$ cat src/hw/exc_pkg.sv
`default_nettype none
package exc_pkg;
	// vector offsets
	localparam logic [19:0] VEC_PROGRAM = 20'h00700;
	localparam logic [19:0] VEC_FLOAT_UNAVAIL = 20'h00800;
	localparam logic [19:0] VEC_DOWN_COUNTER = 20'h00900;
	localparam logic [19:0] VEC_SYS_CALL = 20'h00C00;
	localparam logic [19:0] VEC_BASE_RESET = 20'h00000;
	// machine state word field positions (bit 0 is lsb here)
	localparam int MSW_FE0_POS = 0;
	localparam int MSW_FE1_POS = 1;
	localparam int MSW_FP_POS = 2;
	localparam int MSW_PR_POS = 3;
	localparam int MSW_EE_POS = 4;
	localparam int MSW_WIDTH = 5;
	// saved status word cause bit positions
	localparam int SSW_FLOAT_POS = 0;
	localparam int SSW_ILLEGAL_POS = 1;
	localparam int SSW_PRIV_POS = 2;
	localparam int SSW_TRAP_POS = 3;
	localparam int SSW_WIDTH = 4;
	// float status control: exception and enable fields
	localparam int FSC_FIELDS = 5;
	localparam int DOWN_COUNTER_MSB = 31;
	// interrupt register fields, one per exception kind
	localparam int EVT_PROGRAM = 0;
	localparam int EVT_FLOAT_UNAVAIL = 1;
	localparam int EVT_DOWN_COUNTER = 2;
	localparam int EVT_SYS_CALL = 3;
	localparam int EVT_WIDTH = 4;
	// software register indices
	localparam logic [3:0] REG_STATUS = 4'h0;
	localparam logic [3:0] REG_MASK = 4'h1;
	localparam logic [3:0] REG_CAUSE = 4'h2;
	localparam logic [3:0] REG_VBASE = 4'h3;
	localparam logic [3:0] REG_CONTROL = 4'h4;
	localparam logic [31:0] MASK_RESET = 32'h00000000;
	localparam logic [31:0] CONTROL_RESET = 32'h00000000;
	localparam int CTRL_NO_FPU_POS = 0;
endpackage
`default_nettype wire

$ cat src/hw/exc_unit.sv
`default_nettype none
module exc_unit
	import exc_pkg::*;
(
	input wire logic clk_sys,
	input wire logic reset,
	input wire logic instr_valid,
	input wire logic instr_is_float,
	input wire logic instr_illegal,
	input wire logic instr_privileged,
	input wire logic instr_spr_move,
	input wire logic instr_spr_invalid,
	input wire logic [9:0] special_register_number,
	input wire logic instr_trap_hit,
	input wire logic instr_is_sc,
	input wire logic fp_enabled_exc,
	input wire logic fsc_write,
	input wire logic [exc_pkg::FSC_FIELDS-1:0] fsc_exc_bits,
	input wire logic [exc_pkg::FSC_FIELDS-1:0] fsc_en_bits,
	input wire logic [exc_pkg::MSW_WIDTH-1:0] machine_state_word,
	input wire logic [31:0] down_counter_reg,
	input wire logic [3:0] reg_addr,
	input wire logic [31:0] reg_wdata,
	input wire logic reg_write,
	input wire logic reg_read,
	output logic [31:0] reg_rdata,
	output logic exc_take,
	output logic [19:0] exc_kind_offset,
	output logic [31:0] exc_fetch_addr,
	output logic [exc_pkg::SSW_WIDTH-1:0] saved_status_word,
	output logic float_enabled_summary,
	output logic irq
);
	import exc_pkg::*;

	typedef enum {ST_RUN, ST_HOLD} phase_e;

	// all state of the unit but the float summary flag (held in u_fsum) in one packed struct
	typedef struct packed {
		phase_e phase;
		logic msb_prev;
		logic dec_pending;
		logic take;
		logic [19:0] offset;
		logic [31:0] fetch;
		logic [SSW_WIDTH-1:0] cause;
		logic [EVT_WIDTH-1:0] status;
		logic [EVT_WIDTH-1:0] mask;
		logic [31:0] vbase;
		logic no_fpu;
		logic [31:0] rdata;
		logic irq;
	} unit_s;

	// registered state and its next value
	unit_s st;
	unit_s next_st;
	// condition terms and requests, filled combinationally
	logic fsum;
	logic mode_or;
	logic cond_float;
	logic cond_illegal;
	logic cond_priv;
	logic cond_trap;
	logic req_program;
	logic req_unavail;
	logic req_sc;
	logic take_dec;
	logic [EVT_WIDTH-1:0] evt;
	logic [SSW_WIDTH-1:0] cause_vec;

	// ********************************************************
	// float summary flag
	// ********************************************************
	exc_fsum u_fsum (
		.clk_sys(clk_sys),
		.reset(reset),
		.fp_enabled_exc(fp_enabled_exc),
		.fsc_write(fsc_write),
		.fsc_exc_bits(fsc_exc_bits),
		.fsc_en_bits(fsc_en_bits),
		.float_enabled_summary(fsum)
	);

	// ********************************************************
	// condition detection
	// ********************************************************
	// program and other exception conditions from the current instruction, and the down counter take term
	always_comb begin
		mode_or = machine_state_word[MSW_FE0_POS]
			| machine_state_word[MSW_FE1_POS];
		cond_float = instr_valid && instr_is_float && !st.no_fpu
			&& mode_or && fsum;
		cond_illegal = instr_valid && instr_illegal;
		cond_priv = instr_valid && machine_state_word[MSW_PR_POS]
			&& (instr_privileged || (instr_spr_move && instr_spr_invalid
			&& special_register_number[9]));
		cond_trap = instr_valid && instr_trap_hit;
		cause_vec = '0;
		cause_vec[SSW_FLOAT_POS] = cond_float;
		cause_vec[SSW_ILLEGAL_POS] = cond_illegal;
		cause_vec[SSW_PRIV_POS] = cond_priv;
		cause_vec[SSW_TRAP_POS] = cond_trap;
		req_program = |cause_vec;
		req_unavail = instr_valid && instr_is_float
			&& (st.no_fpu || !machine_state_word[MSW_FP_POS]);
		req_sc = instr_valid && instr_is_sc;
		take_dec = st.dec_pending && machine_state_word[MSW_EE_POS];
	end

	// ********************************************************
	// selection, registers and state
	// ********************************************************
	// fixed priority: program, fp unavailable, system call, down counter
	always_comb begin
		next_st = st;
		next_st.take = 1'b0;
		next_st.rdata = '0;
		evt = '0;
		case (st.phase)
			ST_RUN: begin
				if (req_program) begin
					next_st.take = 1'b1;
					next_st.offset = VEC_PROGRAM;
					next_st.cause = cause_vec;
					evt[EVT_PROGRAM] = 1'b1;
				end else if (req_unavail) begin
					next_st.take = 1'b1;
					next_st.offset = VEC_FLOAT_UNAVAIL;
					evt[EVT_FLOAT_UNAVAIL] = 1'b1;
				end else if (req_sc) begin
					next_st.take = 1'b1;
					next_st.offset = VEC_SYS_CALL;
					evt[EVT_SYS_CALL] = 1'b1;
				end else if (take_dec) begin
					next_st.take = 1'b1;
					next_st.offset = VEC_DOWN_COUNTER;
					next_st.dec_pending = 1'b0;
					evt[EVT_DOWN_COUNTER] = 1'b1;
				end
				if (next_st.take) begin
					next_st.fetch = st.vbase + {12'h000, next_st.offset};
					next_st.phase = ST_HOLD;
				end
			end
			// an instruction meeting the gap cycle is dropped, not held
			ST_HOLD: begin
				next_st.phase = ST_RUN; // one exception then a gap cycle
			end
			default: begin
				next_st.phase = ST_RUN;
			end
		endcase
		// down counter edge after the selection, so a new edge wins
		// over the clear of a pending request taken in the same cycle
		next_st.msb_prev = down_counter_reg[DOWN_COUNTER_MSB];
		if (down_counter_reg[DOWN_COUNTER_MSB] && !st.msb_prev) begin
			next_st.dec_pending = 1'b1;
		end
		// register writes; status is write-one-to-clear, set wins
		if (reg_write) begin
			case (reg_addr)
				REG_STATUS: next_st.status = st.status & ~reg_wdata[EVT_WIDTH-1:0];
				REG_MASK: next_st.mask = reg_wdata[EVT_WIDTH-1:0];
				REG_VBASE: next_st.vbase = reg_wdata;
				REG_CONTROL: next_st.no_fpu = reg_wdata[CTRL_NO_FPU_POS];
				default: ;
			endcase
		end
		next_st.status = next_st.status | evt;
		if (reg_read) begin
			case (reg_addr)
				REG_STATUS: next_st.rdata = {28'h0000000, st.status};
				REG_MASK: next_st.rdata = {28'h0000000, st.mask};
				REG_CAUSE: next_st.rdata = {28'h0000000, st.cause};
				REG_VBASE: next_st.rdata = st.vbase;
				REG_CONTROL: next_st.rdata = {31'h00000000, st.no_fpu};
				default: next_st.rdata = '0;
			endcase
		end
		next_st.irq = |(next_st.status & next_st.mask);
	end

	// state register
	always_ff @(posedge clk_sys or posedge reset) begin
		if (reset) begin
			st <= '{phase: ST_RUN, msb_prev: 1'b0, dec_pending: 1'b0,
				take: 1'b0, offset: VEC_BASE_RESET, fetch: 32'h00000000,
				cause: '0, status: '0, mask: MASK_RESET[EVT_WIDTH-1:0],
				vbase: 32'h00000000, no_fpu: CONTROL_RESET[CTRL_NO_FPU_POS],
				rdata: 32'h00000000, irq: 1'b0};
		end else begin
			st <= next_st;
		end
	end

	// outputs straight from flip-flops
	assign reg_rdata = st.rdata;
	assign exc_take = st.take;
	assign exc_kind_offset = st.offset;
	assign exc_fetch_addr = st.fetch;
	assign saved_status_word = st.cause;
	assign float_enabled_summary = fsum;
	assign irq = st.irq;
endmodule
`default_nettype wire

$ cat src/hw/exc_fsum.sv
// float enabled summary flag tracker
`default_nettype none
module exc_fsum
	import exc_pkg::*;
(
	input wire logic clk_sys,
	input wire logic reset,
	input wire logic fp_enabled_exc,
	input wire logic fsc_write,
	input wire logic [exc_pkg::FSC_FIELDS-1:0] fsc_exc_bits,
	input wire logic [exc_pkg::FSC_FIELDS-1:0] fsc_en_bits,
	output logic float_enabled_summary
);
	import exc_pkg::*;
	typedef struct packed {
		logic summary;
	} fsum_s;
	fsum_s st;
	fsum_s next_st;

	// set on enabled fp exception or matched move-to-status pair
	always_comb begin
		next_st = st;
		if (fsc_write) begin
			next_st.summary = |(fsc_exc_bits & fsc_en_bits);
		end
		if (fp_enabled_exc) begin
			next_st.summary = 1'b1;
		end
	end

	always_ff @(posedge clk_sys or posedge reset) begin
		if (reset) begin
			st <= '0;
		end else begin
			st <= next_st;
		end
	end

	assign float_enabled_summary = st.summary;
endmodule
`default_nettype wire

$ cat config.mk
export PLATFORM = sky130hd
export DESIGN_NAME = exc_unit
export DESIGN_NICKNAME = d
export VERILOG_FILES = /design/src/hw/exc_pkg.sv /design/src/hw/exc_unit.sv /design/src/hw/exc_fsum.sv
export SDC_FILE = /design/constraint.sdc
export NUM_CORES = 1
export LEC_CHECK = 0
export ABC_AREA = 0
export BUFFER_PORTS_ARGS = -buffer_cell sky130_fd_sc_hd__buf_4
export CORE_ASPECT_RATIO = 1.1
export CORE_MARGIN = 10
export CORE_UTILIZATION = 54
export DETAILED_ROUTE_END_ITERATION = 8
export PLACE_DENSITY = 0.82
export SLEW_MARGIN = 20
export SYNTH_ARGS = -nofsm -noshare
export SYNTH_HDL_FRONTEND = slang
export SYNTH_SLANG_ARGS = --single-unit
$ cat constraint.sdc
create_clock -name clk_sys -period 11.41 [get_ports clk_sys]
set_input_delay 1.7115 -clock clk_sys [delete_from_list [all_inputs] [get_ports clk_sys]]
set_output_delay 1.7115 -clock clk_sys [all_outputs]
set_load 0.01 [all_outputs]
# Word level (Yosys, flattened, before mapping)
# Cells that the tools add are included.
# word_totals
reg_bits,166
in_bits,107
output_inout_bits,91
# op_classes
add_sub_neg,1
eq_ne,8
muxes,31
bitwise,6
n_reduce_logical,32
# ops
cell,count
2-to-1 mux 32 bit,5
case mux 32 bit (5 select lines),1
2-to-1 mux 21 bit,4
2-to-1 mux 58 bit,1
2-to-1 mux 41 bit,1
adder 32 x 20 -> 32 bit,1
zero test 32 bit,1
2-to-1 mux 22 bit,1
2-to-1 mux 4 bit,4
logical AND 1 bit,14
2-to-1 mux 1 bit,12
bitwise AND 4 bit,2
"equality test 4 x 2 -> 1 bit, second input constant",2
AND reduction 2 bit,4
OR reduction 4 bit,2
"inequality test 2 x 1 -> 1 bit, second input constant",3
nonzero test 2 bit,3
bitwise AND 5 bit,1
AND reduction 5 bit,1
OR reduction 5 bit,1
"equality test 4 x 1 -> 1 bit, second input constant",1
"equality test 4 x 3 -> 1 bit, second input constant",1
zero test 4 bit,1
NOT 4 bit,1
7 further kinds,10

# Depth between registers and ports, before layout
# logic_depth
word_depth,11
depth_mapped,16

# Cells and area by module
# Synthesis repeated with hierarchy kept, for this count alone.
# hier_totals
hier_cells,696
hier_area_um2,7247.0
# by_module_without_submodules
module,instances,cells_per_inst,area_each_um2,seq_area_each_um2
exc_unit,1,688,7166.9,3353.2
exc_fsum,1,8,80.1,25.0

# Least setup slack after synthesis
# Ideal clock, no wire load.
# synth_timing
path_type,in2reg
start,input instr_illegal
end,"register st, in the netlist exc_fetch_addr[20]"
setup_time_ns,0.125
arrival_time_ns,4.631
t_required_ns,11.285
slack_ns,6.654
cell_stages,15
path_cell_list,o21ai_0 > o221ai_4 > nor3b_4 > clkbuf_1 > and2_1 > ha_1 > inv_1 > fa_1 > nand2b_1 > a21oi_1 > o21ai_0 > a211oi_1 > nor2_1 > xnor2_1 > mux2_2
# synth_between
elab_chain_len,5
word_cells_on_any_way,6
# synth_lines
element,line,source
from (decl),exc_unit.sv:9,"input wire logic instr_illegal,"
logical AND 1 bit *,exc_unit.sv:94,cond_illegal = instr_valid && instr_illegal;
OR reduction 4 bit *,exc_unit.sv:104,req_program = |cause_vec;
2-to-1 mux 21 bit *,exc_unit.sv:122,if (req_program) begin
2-to-1 mux 21 bit *,exc_unit.sv:120,case (st.phase)
adder 32 x 20 -> 32 bit / AND reduction 2 bit (equally long branches),n/a,
to (signal assigned),exc_unit.sv:187,"st <= '{phase: ST_RUN, msb_prev: 1'b0, dec_pending: 1'b0,"
to (signal assigned),exc_unit.sv:193,st <= next_st;
to (decl),exc_unit.sv:56,unit_s st;
# Mark *: on every way between the ends. The rest lies on a longest branch, timed or not. The select of a mux whose other input is x is not followed.
# A chain may end at the register's enable or synchronous reset.

# Worst setup path in the final report
# layout_timing
start,input instr_spr_move
end,"register st, in the netlist exc_fetch_addr[28]"
# layout_between
elab_chain_len,8
word_cells_on_any_way,9
# layout_lines
element,line,source
from (decl),exc_unit.sv:11,"input wire logic instr_spr_move,"
logical AND 1 bit *,exc_unit.sv:96,&& (instr_privileged || (instr_spr_move && instr_spr_invalid
logical AND 1 bit *,exc_unit.sv:97,&& special_register_number[9]));
logical OR 1 bit *,exc_unit.sv:96,
logical AND 1 bit *,exc_unit.sv:96,
OR reduction 4 bit *,exc_unit.sv:104,
2-to-1 mux 21 bit *,exc_unit.sv:122,
2-to-1 mux 21 bit *,exc_unit.sv:120,
adder 32 x 20 -> 32 bit / AND reduction 2 bit (equally long branches),n/a,
# Marked as above.

==> impl_metrics.csv <==
group,metric,value,unit
grt,grt-ovfl-total,0,
pwr,powerDensity,197,mW/mm²
routing,firstDrtPassIters,5,
worst_setup_path,slowest_delay,0.63,ns
synthesis,syn_nets,815,
die,initial_core_util,55.7,%
grt,grtUsageTotal,19.4,%
clocking,cts_max_path_buffers,2,
worst_setup_path,crit_type,"in2reg",
synthesis,seq_area_frac_synth,47.6,%
synthesis,syn_avg_cell_area,10.3,µm²
clocking,holdBufCountCts,0,
worst_setup_path,critPathCaptureType,"register",
sta,fmax,188,MHz
finish,areaGrowthSynthToFinish,16.9,%
pwr,clock_power_share,33.1,%
clocking,cts_setup_buffers,0,
die,num_rows,43,
finish,antenna_cells,0,
worst_setup_path,crit_path_max_fanout,17,
sta,fin_skew,0.00677,ns
sta,relSlewSlack,38.4,%
sta,fin_crit_sh,46.7,%
routing,wl_per_cell,18.4,µm
grt,antenna_found_initial,0,
worst_setup_path,crit_required,11.74,ns
synthesis,yosys.area.top_type_share,47.6,%
synthesis,synth_area_leaders,"dfrtp_1, buf_4, mux2_2, and2_1, o21ai_0",
finish,post-route-util,65.1,%
sta,tightest_slew,0.924,ns
sta,setup_tns,0,ns
finish,n_fill_cell,997,
clocking,path_clk_slew,0.06,ns
synthesis,async_reset_ff_share,100,%
worst_setup_path,cp_data_arrival_time,5.66,ns
clocking,clk_latency,0.43,ns
worst_setup_path,start_kind,"primary input",
routing,post-route-drc-count,0,
synthesis,synth_largest_area_cell,"dfrtp_1",
outcome,outcome,"finished, final reports clean",
synthesis,ys_ff_latch,135,
sta,setup_viol,0,
finish,fin_area,0.00830,mm²
placed_design,hpwl,12.4,mm
worst_setup_path,critical_path_buf_inv_count,2,
hold_path,min_path_type,"reg2reg",
routing,num_vias,5007,
clocking,cts_resized,0,
finish,nets,880,
clocking,tritoncts,"built",
grt,grt_first_pass_wirelength,27.5,mm
pwr,p_int,1.11,mW
routing,routed_via_density,5.43,
clocking,cts.htree.levels,4,
sta,rsz0062_at_grt,"no",
synthesis,syn-cell-area,0.00710,mm²
finish,drive_above_1_share,31.4,%
routing,first_iter_violations,321,
pwr,p_leak,4.03,nW
sta,min_period,5.33,ns
routing,antenna_left,0,
synthesis,synth-edff-count,0,
sta,hold_viol_final,0,
die,ios,198,
grt,grt_pass1_vias,5319,
worst_setup_path,crit_chain,"buf_4 -> a31oi_1 -> o221ai_4 -> nor3b_4 -> and2_1 -> ha_1 -> inv_1 -> fa_1 -> nand2b_1 -> a21oi_1 -> o21ai_0 -> a211oi_1 -> o21ai_0 -> xor2_1 -> o21ai_0",
clocking,clock-root-buffer,"clkbuf_16",
die,die_h,140,µm
placed_design,portBuffers,157,
pwr,ir_worst_vdd,0.0969,mV
flow_run,drv_cap,0,
pwr,power.switching,527,µW
worst_setup_path,crit_family,"compound AO/OA/AOI/OAI gates",
clocking,cts.sinks,135,
synthesis,ys_types,54,
die,die_w,129,µm
die,core_area,0.0128,mm²
synthesis,syn-instance-count,687,
pwr,switching_share,32.2,%
synthesis,synthFlopType,"dfrtp_1",
placed_design,gp_congestion,0.862,
placed_design,dpl_cell_area,0.00772,mm²
clocking,cts_buffers,17,
pwr,power_frac_seq,40.4,%
synthesis,yosys_warnings,0,
sta,slew_viol_final,0,
die,die_area,0.0181,mm²
routing,drt_wl_total,17.0,mm
pwr,comb_power_share,26.5,%
grt,grt_max_degree,69,
worst_setup_path,cpMaxStageDelayCell,"nor3b_4",
worst_setup_path,cpMostUsedCell,"o21ai_0",
synth_stat cells, types with 5 or more instances:
cell type	instances
nor2b_1	5
clkbuf_1	16
a21oi_1	31
and2_1	61
xor2_1	20
a31oi_1	5
o21ai_0	56
nand2b_1	5
inv_1	12
buf_2	7
dfrtp_1	135
o211ai_1	8
a211oi_1	5
nand2_1	74
and3_1	7
xnor2_1	9
ha_1	20
buf_4	88
mux2_2	38
nor2_1	24
nand3_1	7
worst paths after layout:
path                           startpoint                 end  slack, ns  cells past startpoint
min in group asynchronous           reset       reg_rdata[13]       1.37                      2
setup / recovery           instr_spr_move  exc_fetch_addr[28]       6.08                     15
hold / removal                    st[132]             st[131]       0.44                      1
max in group asynchronous           reset              st[48]       8.78                      3
hold reg to reg                   st[132]             st[131]       0.44                      1
setup reg to reg                   st[33]  exc_fetch_addr[28]       7.17                     15
metrics by stage:
step	cells	power [mW]	hold slack [ns]	worst slack [ns]
after detailed placement	890	1.10	0.425	5.76
after CTS	922	1.65	0.436	6.06
after floorplan	687	0.984	0.400	6.09
after global placement	890	1.09	0.412	5.86
after global routing	922	1.73	0.469	5.79
final	922	1.64	0.440	6.08
logic make-up after synthesis:
group                    synth area share [%]
AO/OA/AOI/OAI                            11.4
XOR/XNOR                                 3.58
adder cells (fa/ha/maj)                  3.81
buffers and inverters                    11.6
flip-flops                               47.6
multiplexers                             7.29
AND/OR/NAND/NOR                          14.7
layout by cell type, fill, tap and decap left out, types with 4 or more instances in the layout:
cell	instances
nor2b_1	5
buf_4	160
inv_1	11
a31oi_1	5
o21ai_0	56
nand2b_1	5
mux4_2	4
o211ai_1	8
nor2_1	24
and2_1	61
clkbuf_16	17
a21oi_1	31
nand3_1	7
ha_1	20
a21o_1	4
a211oi_1	5
clkinvlp_4	6
and3_1	7
mux2_2	38
nand2_1	74
dfrtp_1	135
xor2_1	20
xnor2_1	9
power by group through the flow:
| stage | Sequential (mW) | Combinational (mW) | Clock [mW] |
|---|---|---|---|
| 2_1_floorplan | 0.636 | 0.347 | 0 |
| 3_3_place_gp | 0.662 | 0.424 | 0 |
| 3_5_place_dp | 0.666 | 0.438 | 0 |
| 4_1_cts | 0.661 | 0.441 | 0.547 |
| 5_1_grt | 0.673 | 0.484 | 0.569 |
| 6_report | 0.660 | 0.434 | 0.541 |
final cells by class:
type | instances | area, µm² | area share [%]
clock buffer | 17 | 425 | 5.12
clock inverter | 15 | 155 | 1.87
inverter | 12 | 50.0 | 0.603
multi-input combinational | 426 | 2900 | 34.9
sequential | 135 | 3380 | 40.7
tap | 157 | 196 | 2.37
timing repair buffer | 160 | 1200 | 14.5
layer usage:
layer,vias up,track usage [%],share of wire (%)
met5,-,0,0
met4,0,7.37,2.1
met3,26,6.53,6.6
met2,166,32.2,51
met1,2429,22.6,41
li1,2386,-,-
worst reg2reg max path, delay by kind of cell (launching register included):
family	cells	cell delay, ns
adders and majority gates	2	0.58
DFF	1	0.41
xor gates and xnor gates	1	0.18
AOI/OAI and AO/OA	6	1.63
buffers and inverters	1	0.07
and+or+nand+nor	5	1.29
registers in the layout (all words and copies together) (netlist names):
| signal | flops |
|---|---|
| exc_fetch_addr | 32 |
| exc_kind_offset | 20 |
| exc_take | 1 |
| irq | 1 |
| reg_rdata | 32 |
| saved_status_word | 4 |
| st | 44 |
| u_fsum.float_enabled_summary | 1 |
(Power assumes the default switching activity.)
